File: src/verilog/frg_pkg.sv
package frg_pkg;
    // flash map
    localparam logic [15:0] FRG_PROT_ADDR = 16'hFFDB;
    localparam logic [15:0] FRG_ID_ADDR = 16'hFFD4;
    localparam logic [15:0] FRG_BOOT_LO = 16'hF000;
    localparam int FRG_ID_LEN = 7;
    localparam logic [7:0] FRG_BLANK = 8'hFF;
    // protect control byte layout
    localparam int FRG_L1_BIT = 2;
    localparam int FRG_L2_BIT = 3;
    localparam int FRG_REL_LO = 6;
    localparam logic [1:0] FRG_REL_OFF = 2'h0;
    // pin filter
    localparam int FRG_SYNC = 3;
    localparam int FRG_NPIN = 6;
    localparam int FRG_PIN_BOOT = 0;
    localparam int FRG_PIN_RP = 1;
    localparam int FRG_PIN_CE = 2;
    localparam int FRG_PIN_SCLK = 3;
    localparam int FRG_PIN_SIN = 4;
    localparam int FRG_PIN_SOUT = 5;
    localparam logic [2:0] FRG_BIT_LAST = 3'h7;
    localparam logic [1:0] FRG_LVL_OFF = 2'h0;
    localparam logic [1:0] FRG_LVL1 = 2'h1;
    localparam logic [1:0] FRG_LVL2 = 2'h2;
    // register map, byte offsets
    localparam logic [7:0] FRG_REG_CTRL = 8'h00;
    localparam logic [7:0] FRG_REG_ADDR = 8'h04;
    localparam logic [7:0] FRG_REG_DATA = 8'h08;
    localparam logic [7:0] FRG_REG_STAT = 8'h0C;
    localparam logic [7:0] FRG_REG_RX = 8'h10;
    localparam logic [7:0] FRG_REG_TX = 8'h14;
    localparam int FRG_CTRL_GO = 0;
    localparam int FRG_CTRL_CMD = 1;
    localparam int FRG_HTRANS_ACT = 1;
    typedef enum logic [1:0] {
        FRG_READ = 2'h0,
        FRG_PROG = 2'h1,
        FRG_ERASE = 2'h2,
        FRG_CLEAR = 2'h3
    } frg_cmd_type;
    typedef enum logic [3:0] {
        ST_LOAD = 4'h1,
        ST_IDLE = 4'h2,
        ST_OP = 4'h4,
        ST_ANS = 4'h8
    } frg_state_type;
endpackage : frg_pkg

File: src/verilog/frg_guard.sv
`timescale 1ns/1ps
// Overview of operation
// - any protect-enable bit at zero blocks parallel readout and modification
// - both levels requested means level 2 applies
// - level 2 also refuses readout on the factory test path
// - release bits at 00 switch protection off
// - while protected, parallel writes cannot change the release bits
// - serial mode, non-blank flash: identifier mismatch rejects all programmer commands
// - stored identifier is read from consecutive bytes at the identifier addresses
// - parallel writer presents command, address, data; device runs read, program, erase
// - an erase aimed at the boot area erases the whole 4 Kbyte block
// - boot-select high with the other straps set at reset starts serial mode
// - serial mode rewrites the user area only, never the boot area
// - serial mode rewrites run through the processor, data taken from the link
// - serial variant 1 is clocked synchronous, variant 2 unclocked asynchronous
// - in variant 1 the programmer clocks data in and out
// - in variant 1 the device drives a busy output
// - either error flag set refuses read, program, erase until clear-status
module frg_guard #(
    parameter int ID_LEN = frg_pkg::FRG_ID_LEN
) (
    input wire logic CLK,
    input wire logic RESET_N,
    input wire logic HSEL,
    input wire logic [31:0] HADDR,
    input wire logic [1:0] HTRANS,
    input wire logic HWRITE,
    input wire logic [2:0] HSIZE,
    input wire logic [31:0] HWDATA,
    input wire logic HREADY,
    output logic [31:0] HRDATA,
    output logic HREADYOUT,
    output logic HRESP,
    input wire logic BOOT_SELECT_PIN,
    input wire logic REWRITE_PROTECT_INPUT,
    input wire logic CHIP_ENABLE_INPUT,
    input wire logic SERIAL_CLOCK_PIN,
    input wire logic SERIAL_IN_PIN,
    input wire logic SERIAL_OUT_PIN_I,
    output logic SERIAL_OUT_PIN_O,
    output logic SERIAL_OUT_PIN_OE_N,
    output logic BUSY_PIN,
    output logic SERIAL_MODE,
    output logic [1:0] PROT_LEVEL,
    input wire logic PAR_REQ,
    input wire logic [1:0] PAR_CMD,
    input wire logic [15:0] PAR_ADDR,
    input wire logic [7:0] PAR_WDATA,
    input wire logic PAR_TEST,
    output logic PAR_ACK,
    output logic PAR_DENY,
    output logic [7:0] PAR_RDATA,
    output logic FL_REQ,
    output logic [1:0] FL_CMD,
    output logic [15:0] FL_ADDR,
    output logic [7:0] FL_WDATA,
    input wire logic FL_DONE,
    input wire logic [7:0] FL_RDATA,
    input wire logic FL_PROG_ERR,
    input wire logic FL_ERASE_ERR
);
    import frg_pkg::*;

    localparam int LDW = $clog2(ID_LEN + 1);

    function automatic logic in_boot(input logic [15:0] a);
        return a >= FRG_BOOT_LO;
    endfunction : in_boot

    ////////////////////////////////////////////////////////////////////////
    logic [1:0] rst_sync;
    logic rst_n;
    always_ff @(posedge CLK or negedge RESET_N) begin
        if (!RESET_N) begin
            rst_sync <= 2'h0;
        end else begin
            rst_sync <= {rst_sync[0], 1'h1};
        end
    end
    assign rst_n = rst_sync[1];

    ////////////////////////////////////////////////////////////////////////
    // pins: three flops, a change counts once the last two agree
    logic [FRG_NPIN-1:0] pin_raw;
    logic [FRG_NPIN-1:0] pin_f;
    logic [FRG_NPIN-1:0] pin_q;
    assign pin_raw = {SERIAL_OUT_PIN_I, SERIAL_IN_PIN, SERIAL_CLOCK_PIN,
                      CHIP_ENABLE_INPUT, REWRITE_PROTECT_INPUT, BOOT_SELECT_PIN};
    genvar gi;
    generate
        for (gi = 0; gi < FRG_NPIN; gi++) begin : g_pin
            logic [FRG_SYNC-1:0] sh;
            logic filt;
            always_ff @(posedge CLK or negedge rst_n) begin
                if (!rst_n) begin
                    sh <= '0;
                    filt <= 1'h0;
                end else begin
                    sh <= {sh[FRG_SYNC-2:0], pin_raw[gi]};
                    if (sh[FRG_SYNC-1] == sh[FRG_SYNC-2]) begin
                        filt <= sh[FRG_SYNC-1];
                    end
                end
            end
            assign pin_f[gi] = filt;
        end
    endgenerate
    always_ff @(posedge CLK or negedge rst_n) begin
        if (!rst_n) begin
            pin_q <= '0;
        end else begin
            pin_q <= pin_f;
        end
    end
    wire sclk_rise = pin_f[FRG_PIN_SCLK] && !pin_q[FRG_PIN_SCLK];
    wire strap_ok = pin_f[FRG_PIN_BOOT] && !pin_f[FRG_PIN_RP] && pin_f[FRG_PIN_CE]
                    && !pin_f[FRG_PIN_SCLK] && pin_f[FRG_PIN_SOUT];

    ////////////////////////////////////////////////////////////////////////
    // protection decode from the loaded control byte
    logic [7:0] prot_byte;
    logic [7:0] id_mem [0:ID_LEN-1];
    wire rel_off = prot_byte[FRG_REL_LO +: 2] == FRG_REL_OFF;
    wire l1_sel = !prot_byte[FRG_L1_BIT];
    wire l2_sel = !prot_byte[FRG_L2_BIT];
    wire prot_on = !rel_off && (l1_sel || l2_sel);
    wire lvl2 = prot_on && l2_sel;
    logic blank;
    always_comb begin
        blank = 1'h1;
        for (int i = 0; i < ID_LEN; i++) begin
            blank = blank && (id_mem[i] == FRG_BLANK);
        end
    end

    ////////////////////////////////////////////////////////////////////////
    frg_state_type state;
    frg_state_type next_state;
    logic [LDW-1:0] ld_idx;
    logic serial_mode;
    logic cpu_go;
    logic [1:0] cpu_cmd;
    logic [15:0] cpu_addr;
    logic [7:0] cpu_wdata;
    logic [1:0] op_cmd;
    logic [15:0] op_addr;
    logic [7:0] op_wdata;
    logic [7:0] op_rdata;
    logic op_cpu;
    logic op_deny;
    logic last_deny;
    logic prog_err;
    logic erase_err;

    wire ld_last = ld_idx == LDW'(ID_LEN);
    wire [15:0] ld_addr = ld_last ? FRG_PROT_ADDR : FRG_ID_ADDR + 16'(ld_idx);
    wire take = state == ST_IDLE && (cpu_go || PAR_REQ);
    wire par_take = take && !cpu_go;
    wire [1:0] sel_cmd = cpu_go ? cpu_cmd : PAR_CMD;
    wire [15:0] sel_addr = cpu_go ? cpu_addr : PAR_ADDR;
    wire err_any = prog_err || erase_err;
    // parallel path: test-path reads survive level 1, not level 2
    wire par_rd_deny = prot_on && (!PAR_TEST || lvl2);
    wire par_blk = PAR_CMD == FRG_READ ? par_rd_deny : prot_on;
    wire par_deny = serial_mode || (PAR_CMD != FRG_CLEAR && (err_any || par_blk));
    // processor path ignores protection; in serial mode only the boot area, release bits included, is fenced
    wire cpu_boot = serial_mode && cpu_cmd != FRG_READ && in_boot(cpu_addr);
    wire cpu_deny = cpu_cmd != FRG_CLEAR && (err_any || cpu_boot);
    wire take_deny = cpu_go ? cpu_deny : par_deny;
    wire clr = take && sel_cmd == FRG_CLEAR && !take_deny;
    wire erase_boot = sel_cmd == FRG_ERASE && in_boot(sel_addr);
    wire op_done = state == ST_OP && FL_DONE;

    always_comb begin
        next_state = state;
        case (state)
            ST_LOAD: if (FL_DONE && ld_last) next_state = ST_IDLE;
            ST_IDLE: if (take) next_state = (take_deny || sel_cmd == FRG_CLEAR) ? ST_ANS : ST_OP;
            ST_OP: if (FL_DONE) next_state = ST_ANS;
            ST_ANS: next_state = ST_IDLE;
            default: next_state = ST_LOAD;
        endcase
    end

    always_ff @(posedge CLK or negedge rst_n) begin
        if (!rst_n) begin
            state <= ST_LOAD;
            ld_idx <= '0;
            prot_byte <= FRG_BLANK;
            serial_mode <= 1'h0;
            for (int i = 0; i < ID_LEN; i++) begin
                id_mem[i] <= FRG_BLANK;
            end
        end else begin
            state <= next_state;
            if (state == ST_LOAD && FL_DONE) begin
                ld_idx <= LDW'(ld_idx + 1'h1);
                if (ld_last) begin
                    prot_byte <= FL_RDATA;
                    serial_mode <= strap_ok;
                end else begin
                    id_mem[ld_idx] <= FL_RDATA;
                end
            end
        end
    end

    always_ff @(posedge CLK or negedge rst_n) begin
        if (!rst_n) begin
            op_cmd <= FRG_READ;
            op_addr <= 16'h0000;
            op_wdata <= 8'h00;
            op_cpu <= 1'h0;
            op_deny <= 1'h0;
        end else if (take) begin
            op_cmd <= sel_cmd;
            op_addr <= erase_boot ? FRG_BOOT_LO : sel_addr;
            op_wdata <= cpu_go ? cpu_wdata : PAR_WDATA;
            op_cpu <= cpu_go;
            op_deny <= take_deny;
        end
    end

    // error flags: a failure in the clearing cycle still sticks
    always_ff @(posedge CLK or negedge rst_n) begin
        if (!rst_n) begin
            prog_err <= 1'h0;
            erase_err <= 1'h0;
            op_rdata <= 8'h00;
            last_deny <= 1'h0;
        end else begin
            prog_err <= (op_done && FL_PROG_ERR) || (prog_err && !clr);
            erase_err <= (op_done && FL_ERASE_ERR) || (erase_err && !clr);
            if (op_done) begin
                op_rdata <= FL_RDATA;
            end
            if (state == ST_ANS && op_cpu) begin
                last_deny <= op_deny;
            end
        end
    end

    assign FL_REQ = state == ST_LOAD || state == ST_OP;
    assign FL_CMD = state == ST_LOAD ? FRG_READ : op_cmd;
    assign FL_ADDR = state == ST_LOAD ? ld_addr : op_addr;
    assign FL_WDATA = op_wdata;
    assign PAR_ACK = state == ST_ANS && !op_cpu && !op_deny;
    assign PAR_DENY = state == ST_ANS && !op_cpu && op_deny;
    assign PAR_RDATA = op_rdata;

    ////////////////////////////////////////////////////////////////////////
    // serial link, clocked variant; the unclocked variant is left to software
    logic [2:0] bit_cnt;
    logic [7:0] rx_shift;
    logic [7:0] rx_data;
    logic [7:0] tx_shift;
    logic [LDW-1:0] id_cnt;
    logic id_bad;
    logic rx_valid;
    logic wr_pend;
    logic [7:0] wr_off;
    wire ser_rise = serial_mode && sclk_rise;
    wire byte_done = ser_rise && bit_cnt == FRG_BIT_LAST;
    wire [7:0] rx_byte = {rx_shift[6:0], pin_f[FRG_PIN_SIN]};
    wire id_phase = id_cnt != LDW'(ID_LEN);
    wire id_ok = !id_phase && (blank || !id_bad);
    wire rx_set = byte_done && !id_phase && id_ok;
    wire ahb_go = HSEL && HREADY && HTRANS[FRG_HTRANS_ACT];
    wire ahb_rd = ahb_go && !HWRITE;
    wire rx_take = ahb_rd && HADDR[7:0] == FRG_REG_RX;

    always_ff @(posedge CLK or negedge rst_n) begin
        if (!rst_n) begin
            bit_cnt <= 3'h0;
            rx_shift <= 8'h00;
            rx_data <= 8'h00;
            id_cnt <= '0;
            id_bad <= 1'h0;
            rx_valid <= 1'h0;
        end else begin
            if (ser_rise) begin
                bit_cnt <= 3'(bit_cnt + 1'h1);
                rx_shift <= rx_byte;
            end
            if (byte_done && id_phase) begin
                id_cnt <= LDW'(id_cnt + 1'h1);
                id_bad <= id_bad || (rx_byte != id_mem[id_cnt]);
            end
            if (rx_set) begin
                rx_data <= rx_byte;
            end
            rx_valid <= rx_set || (rx_valid && !rx_take);
        end
    end

    // next bit moves out just after the programmer samples on its rising edge
    always_ff @(posedge CLK or negedge rst_n) begin
        if (!rst_n) begin
            tx_shift <= FRG_BLANK;
        end else if (wr_pend && wr_off == FRG_REG_TX) begin
            tx_shift <= HWDATA[7:0];
        end else if (ser_rise) begin
            tx_shift <= {tx_shift[6:0], 1'h1};
        end
    end
    assign SERIAL_OUT_PIN_O = tx_shift[7];
    assign SERIAL_OUT_PIN_OE_N = !serial_mode;

    always_ff @(posedge CLK or negedge rst_n) begin
        if (!rst_n) begin
            BUSY_PIN <= 1'h0;
            PROT_LEVEL <= FRG_LVL_OFF;
        end else begin
            BUSY_PIN <= serial_mode && (state != ST_IDLE || rx_valid || cpu_go);
            PROT_LEVEL <= lvl2 ? FRG_LVL2 : (prot_on ? FRG_LVL1 : FRG_LVL_OFF);
        end
    end
    assign SERIAL_MODE = serial_mode;

    ////////////////////////////////////////////////////////////////////////
    // AHB-Lite slave, no wait states; only the low address byte is decoded
    wire [9:0] stat = {last_deny, state != ST_IDLE, rx_valid, erase_err, prog_err,
                       id_ok, lvl2, prot_on, serial_mode, state != ST_LOAD};
    logic [31:0] rd_mux;
    always_comb begin
        case (HADDR[7:0])
            FRG_REG_CTRL: rd_mux = {29'h0, cpu_cmd, cpu_go};
            FRG_REG_ADDR: rd_mux = {16'h0, cpu_addr};
            FRG_REG_DATA: rd_mux = {24'h0, op_rdata};
            FRG_REG_STAT: rd_mux = {22'h0, stat};
            FRG_REG_RX: rd_mux = {24'h0, rx_data};
            FRG_REG_TX: rd_mux = {24'h0, tx_shift};
            default: rd_mux = 32'h0;
        endcase
    end

    always_ff @(posedge CLK or negedge rst_n) begin
        if (!rst_n) begin
            wr_pend <= 1'h0;
            wr_off <= 8'h00;
            HRDATA <= 32'h0;
            cpu_go <= 1'h0;
            cpu_cmd <= FRG_READ;
            cpu_addr <= 16'h0000;
            cpu_wdata <= 8'h00;
        end else begin
            wr_pend <= ahb_go && HWRITE;
            wr_off <= HADDR[7:0];
            HRDATA <= ahb_rd ? rd_mux : 32'h0;
            if (cpu_go && take) begin
                cpu_go <= 1'h0;
            end else if (wr_pend && wr_off == FRG_REG_CTRL && HWDATA[FRG_CTRL_GO] && !cpu_go) begin
                cpu_go <= 1'h1;
                cpu_cmd <= HWDATA[FRG_CTRL_CMD +: 2];
            end
            if (wr_pend && wr_off == FRG_REG_ADDR) begin
                cpu_addr <= HWDATA[15:0];
            end
            if (wr_pend && wr_off == FRG_REG_DATA) begin
                cpu_wdata <= HWDATA[7:0];
            end
        end
    end
    assign HREADYOUT = 1'h1;
    assign HRESP = 1'h0;
endmodule : frg_guard

File: config.mk
export PLATFORM = sky130hd
export DESIGN_NAME = frg_guard
export DESIGN_NICKNAME = d
export VERILOG_FILES = /design/src/verilog/frg_pkg.sv /design/src/verilog/frg_guard.sv
export SDC_FILE = /design/constraint.sdc
export NUM_CORES = 1
export LEC_CHECK = 0
export BUFFER_PORTS_ARGS = -buffer_cell sky130_fd_sc_hd__buf_4
export CORE_MARGIN = 3
export CORE_UTILIZATION = 50
export DETAILED_ROUTE_END_ITERATION = 8
export PLACE_DENSITY = 0.76
export SLEW_MARGIN = 40
export SYNTH_ARGS = -nofsm -noshare
export SYNTH_HDL_FRONTEND = slang
export SYNTH_SLANG_ARGS = --single-unit
File: constraint.sdc
create_clock -name CLK -period 6.9 [get_ports CLK]
set_input_delay 1.035 -clock CLK [delete_from_list [all_inputs] [get_ports CLK]]
set_output_delay 1.035 -clock CLK [all_outputs]
set_load 0.02 [all_outputs]
==> impl_metrics.ini <==
[status]
status = complete, no violations

[route]
detailed_routing_wirelength_on_met1_um = 10530
drc = 0
avgViaCountPerCell = 5.573
detail_route.wirelength_um = 23470
dr_total_vias = 6715
drt_iter0_markers = 482
drt_pass1_iterations = 5
detail_route.wl_per_cell_um = 19.48
final_antenna_net_count = 0
detailroute.wirelength.met3_um = 1202
wl_met2_um = 11220
topRoutingLayerUsed = met4

[floorplan]
floorplan.initialDensity = 0.5164
die_height_um = 146.1
row_count = 50
boundaryPins = 196
floorplan.die_area_um2 = 21360
die-width_um = 146.1
design.core.area_um2 = 19020

[timing]
finalClockSkew_ns = 0.01244
hold_viol_final = 0
unrepaired_setup_endpoints_after_global_routing = no
finalCritPeriodShare = 0.4966
worst_slew_pin_slew_ns = 0.8015
post-route-min-period_ns = 3.427
finalSetupTns_ns = 0
count_of_pins_over_their_slew_limit = 0
finalSetupViolations = 0
fmax_mhz = 291.8
slew_headroom = 0.4644

[cts]
cts-htree-levels = 1
cts_max_path_buffers = 3
clock_transition_at_the_register_clock_pins_on_the_worst_setup_and_hold_paths_after_cts_ns = 0.06
clock_sink_count = 220
cts_hold_buf = 0
tritoncts.num_buffers = 23
post_cts_resized = 0
cts_tree = yes
postCtsSetupRepairBufs = 0
clock-root-buffer = sky130_fd_sc_hd__clkbuf_16
clk_latency_ns = 0.50

[power]
static-leakage-power_nw = 5.341
power_density_over_the_cells_nw_per_um2 = 371.4
peak_ir_drop_on_the_vdd_network_mv = 0.3197

[global_route]
largest_net_degree_at_the_start_of_global_routing = 75
antenna_found_initial = 0
grt_first_pass_wirelength_um = 37450
via_count_of_the_first_global_routing_pass = 6650
global_route.overflow_total = 0
gr-usage-all-layers = 0.2175

[synthesis]
synthArstFlopShare = 1.000
synth_largest_area_cell = sky130_fd_sc_hd__dfrtp_1
synth_enable_flop_cells = 0
synth_area_leaders = sky130_fd_sc_hd__dfrtp_1 (38%), sky130_fd_sc_hd__dfstp_2 (18%), sky130_fd_sc_hd__mux2_2 (12%)
yosysTopAreaCellShare = 0.3848
synth-warning-count = 0
yosysUniqueCellTypes = 62
syn-instance-count = 795
cell_area_after_technology_mapping_um2 = 9821
ys_seq_area_frac = 0.5694
synth_seq_cells = 220
synth_flop_cell = sky130_fd_sc_hd__dfrtp_1
syn_area_per_cell_um2 = 12.35

[placed_design]
routabilityCongestion = 0.8332
placed_cell_area_um2 = 11010
io_buffers = 133
dpl.hpwl_um = 16900

[final_layout]
footprint_of_the_multi_input_gates_um2 = 3943
design.final.nets = 1054
final_area_um2 = 11870
flow.area_growth_from_synthesis_pct = 20.89
n_fill_cell = 1501
area.sequential_um2 = 5597
mostFrequentLayoutCells = sky130_fd_sc_hd__dfrtp_1 (149), sky130_fd_sc_hd__buf_4 (139), sky130_fd_sc_hd__mux2_2 (105), sky130_fd_sc_hd__nand2_1 (72), sky130_fd_sc_hd__dfstp_2 (69)
drive_above_1_share = 0.3926
layout.cells.most_common = sky130_fd_sc_hd__dfrtp_1
antennaDiodeCount = 0

[setup_path]
crit_path_cell_trace = nor2b_1 > nand2_1 > and2_1 > buf_4
critical_path.startpoint = state[0]$_DFFE_PN1P_
r2r_start = id_mem[54]$_DFFE_PN1P_
crit_fanout = 21
biggest_cell_delay_along_the_critical_path_ns = 0.56
slowest_stage = sky130_fd_sc_hd__dfstp_2
worstSetupPathType = reg2out
critical_path_endpoint_category = primary output
launching_element_type_of_the_critical_path = register
cp_data_arrival_time_ns = 2.39
critical_path_required_ns = 5.86
rrSetupSlack_ns = 4.13

[job]
cap_viol_max_count = 0

[hold_path]
min-delay-path-class = in2async
critical path, delay by kind of cell (launching register included):
kind	cells	cell delay, ns
flops	1	0.56
simple gates	3	1.16
buf+inv	1	0.16
synth_stat cells, drive strengths merged, types with 2 or more instances:
cell / instances
o31ai: 3
buf: 33
o2bb2ai: 9
nor4bb: 2
nand2: 72
o22ai: 9
a32o: 2
a21o: 2
a222oi: 7
clkbuf: 18
dfrtp: 151
a31oi: 2
a22o: 2
a21oi: 11
ha: 6
nand2b: 17
maj3: 6
xor2: 2
or4: 2
dfstp: 69
nor3b: 3
and3b: 2
and3: 9
nand4b: 3
mux2i: 59
inv: 14
conb: 2
a21boi: 2
nor4: 5
nor2b: 4
mux2: 107
nand4: 23
and2: 4
o21ai: 60
or3: 9
nand3b: 5
a22oi: 7
nor2: 26
nand3: 8
nor4b: 3
nor3: 5
worst paths after layout:
| path | cells past startpoint | end |
|---|---|---|
| max in group asynchronous | 1 | wr_off[0]$_DFF_PN0_ |
| worst min register to register | 0 | last_deny$_DFFE_PN0P_ |
| worst max register to register | 6 | rx_data[6]$_DFFE_PN0P_ |
| min in group CLK | 0 | g_pin[5].sh[1]$_DFF_PN0_ |
| worst min-delay path | 1 | rst_sync[1]$_DFF_PN0_ |
| worst max-delay path | 4 | FL_CMD[0] |
where the power goes:
part	switching, mW	internal [mW]	leakage, nW
registers	0.238	1.70	2.69
clock network	0.494	0.870	0.425
logic	0.587	0.517	2.22
final cells by class:
type,count,share of cell area
clock buffer,31,0.05691
tap,260,0.02740
timing repair buffer,143,0.09306
sequential,220,0.4714
inverter,14,0.004426
multi-input combinational,527,0.3321
clock inverter,10,0.01475
flip-flops by register name (all words and copies together) (netlist names), 2 cells and up:
register,flops
id_mem,56
g_pin.sh,18
HRDATA,16
cpu_addr,16
op_addr,16
FL_WDATA,8
PAR_RDATA,8
cpu_wdata,8
rx_data,8
tx_shift,8
wr_off,8
rx_shift,7
g_pin.filt,6
prot_byte,4
state,4
bit_cnt,3
id_cnt,3
ld_idx,3
PROT_LEVEL,2
cpu_cmd,2
op_cmd,2
rst_sync,2
per-stage QoR:
stage	hold slack (ns)	instances	utilization	setup WS (ns)	power (mW)
after floorplan	0.3312	812	-	0.4359	2.644
after global placement	0.3327	1160	0.5757	3.868	3.018
after detailed placement	0.3365	1164	0.5791	3.950	3.056
after CTS	0.2872	1205	0.6238	3.495	4.436
after global routing	0.2889	1205	0.6243	3.322	4.622
final	0.3092	1205	0.6243	3.473	4.410
routing by layer:
metal | vias to the layer above | track usage
met5 | - | 0
met4 | 0 | 0.05550
met3 | 36 | 0.03600
met2 | 203 | 0.3466
met1 | 3357 | 0.3139
li1 | 3119 | -
cell families after synthesis:
group,count (synthesis),share of synthesized area
simple gates,205,0.1125
mux,167,0.1851
compound gates,121,0.07886
xor+xnor,3,0.002676
buf+inv,65,0.03695
fa+ha+maj,12,0.01376
flops,220,0.5694
other cells,2,0.0007647
Note: power is estimated with default switching activity, not from simulation.
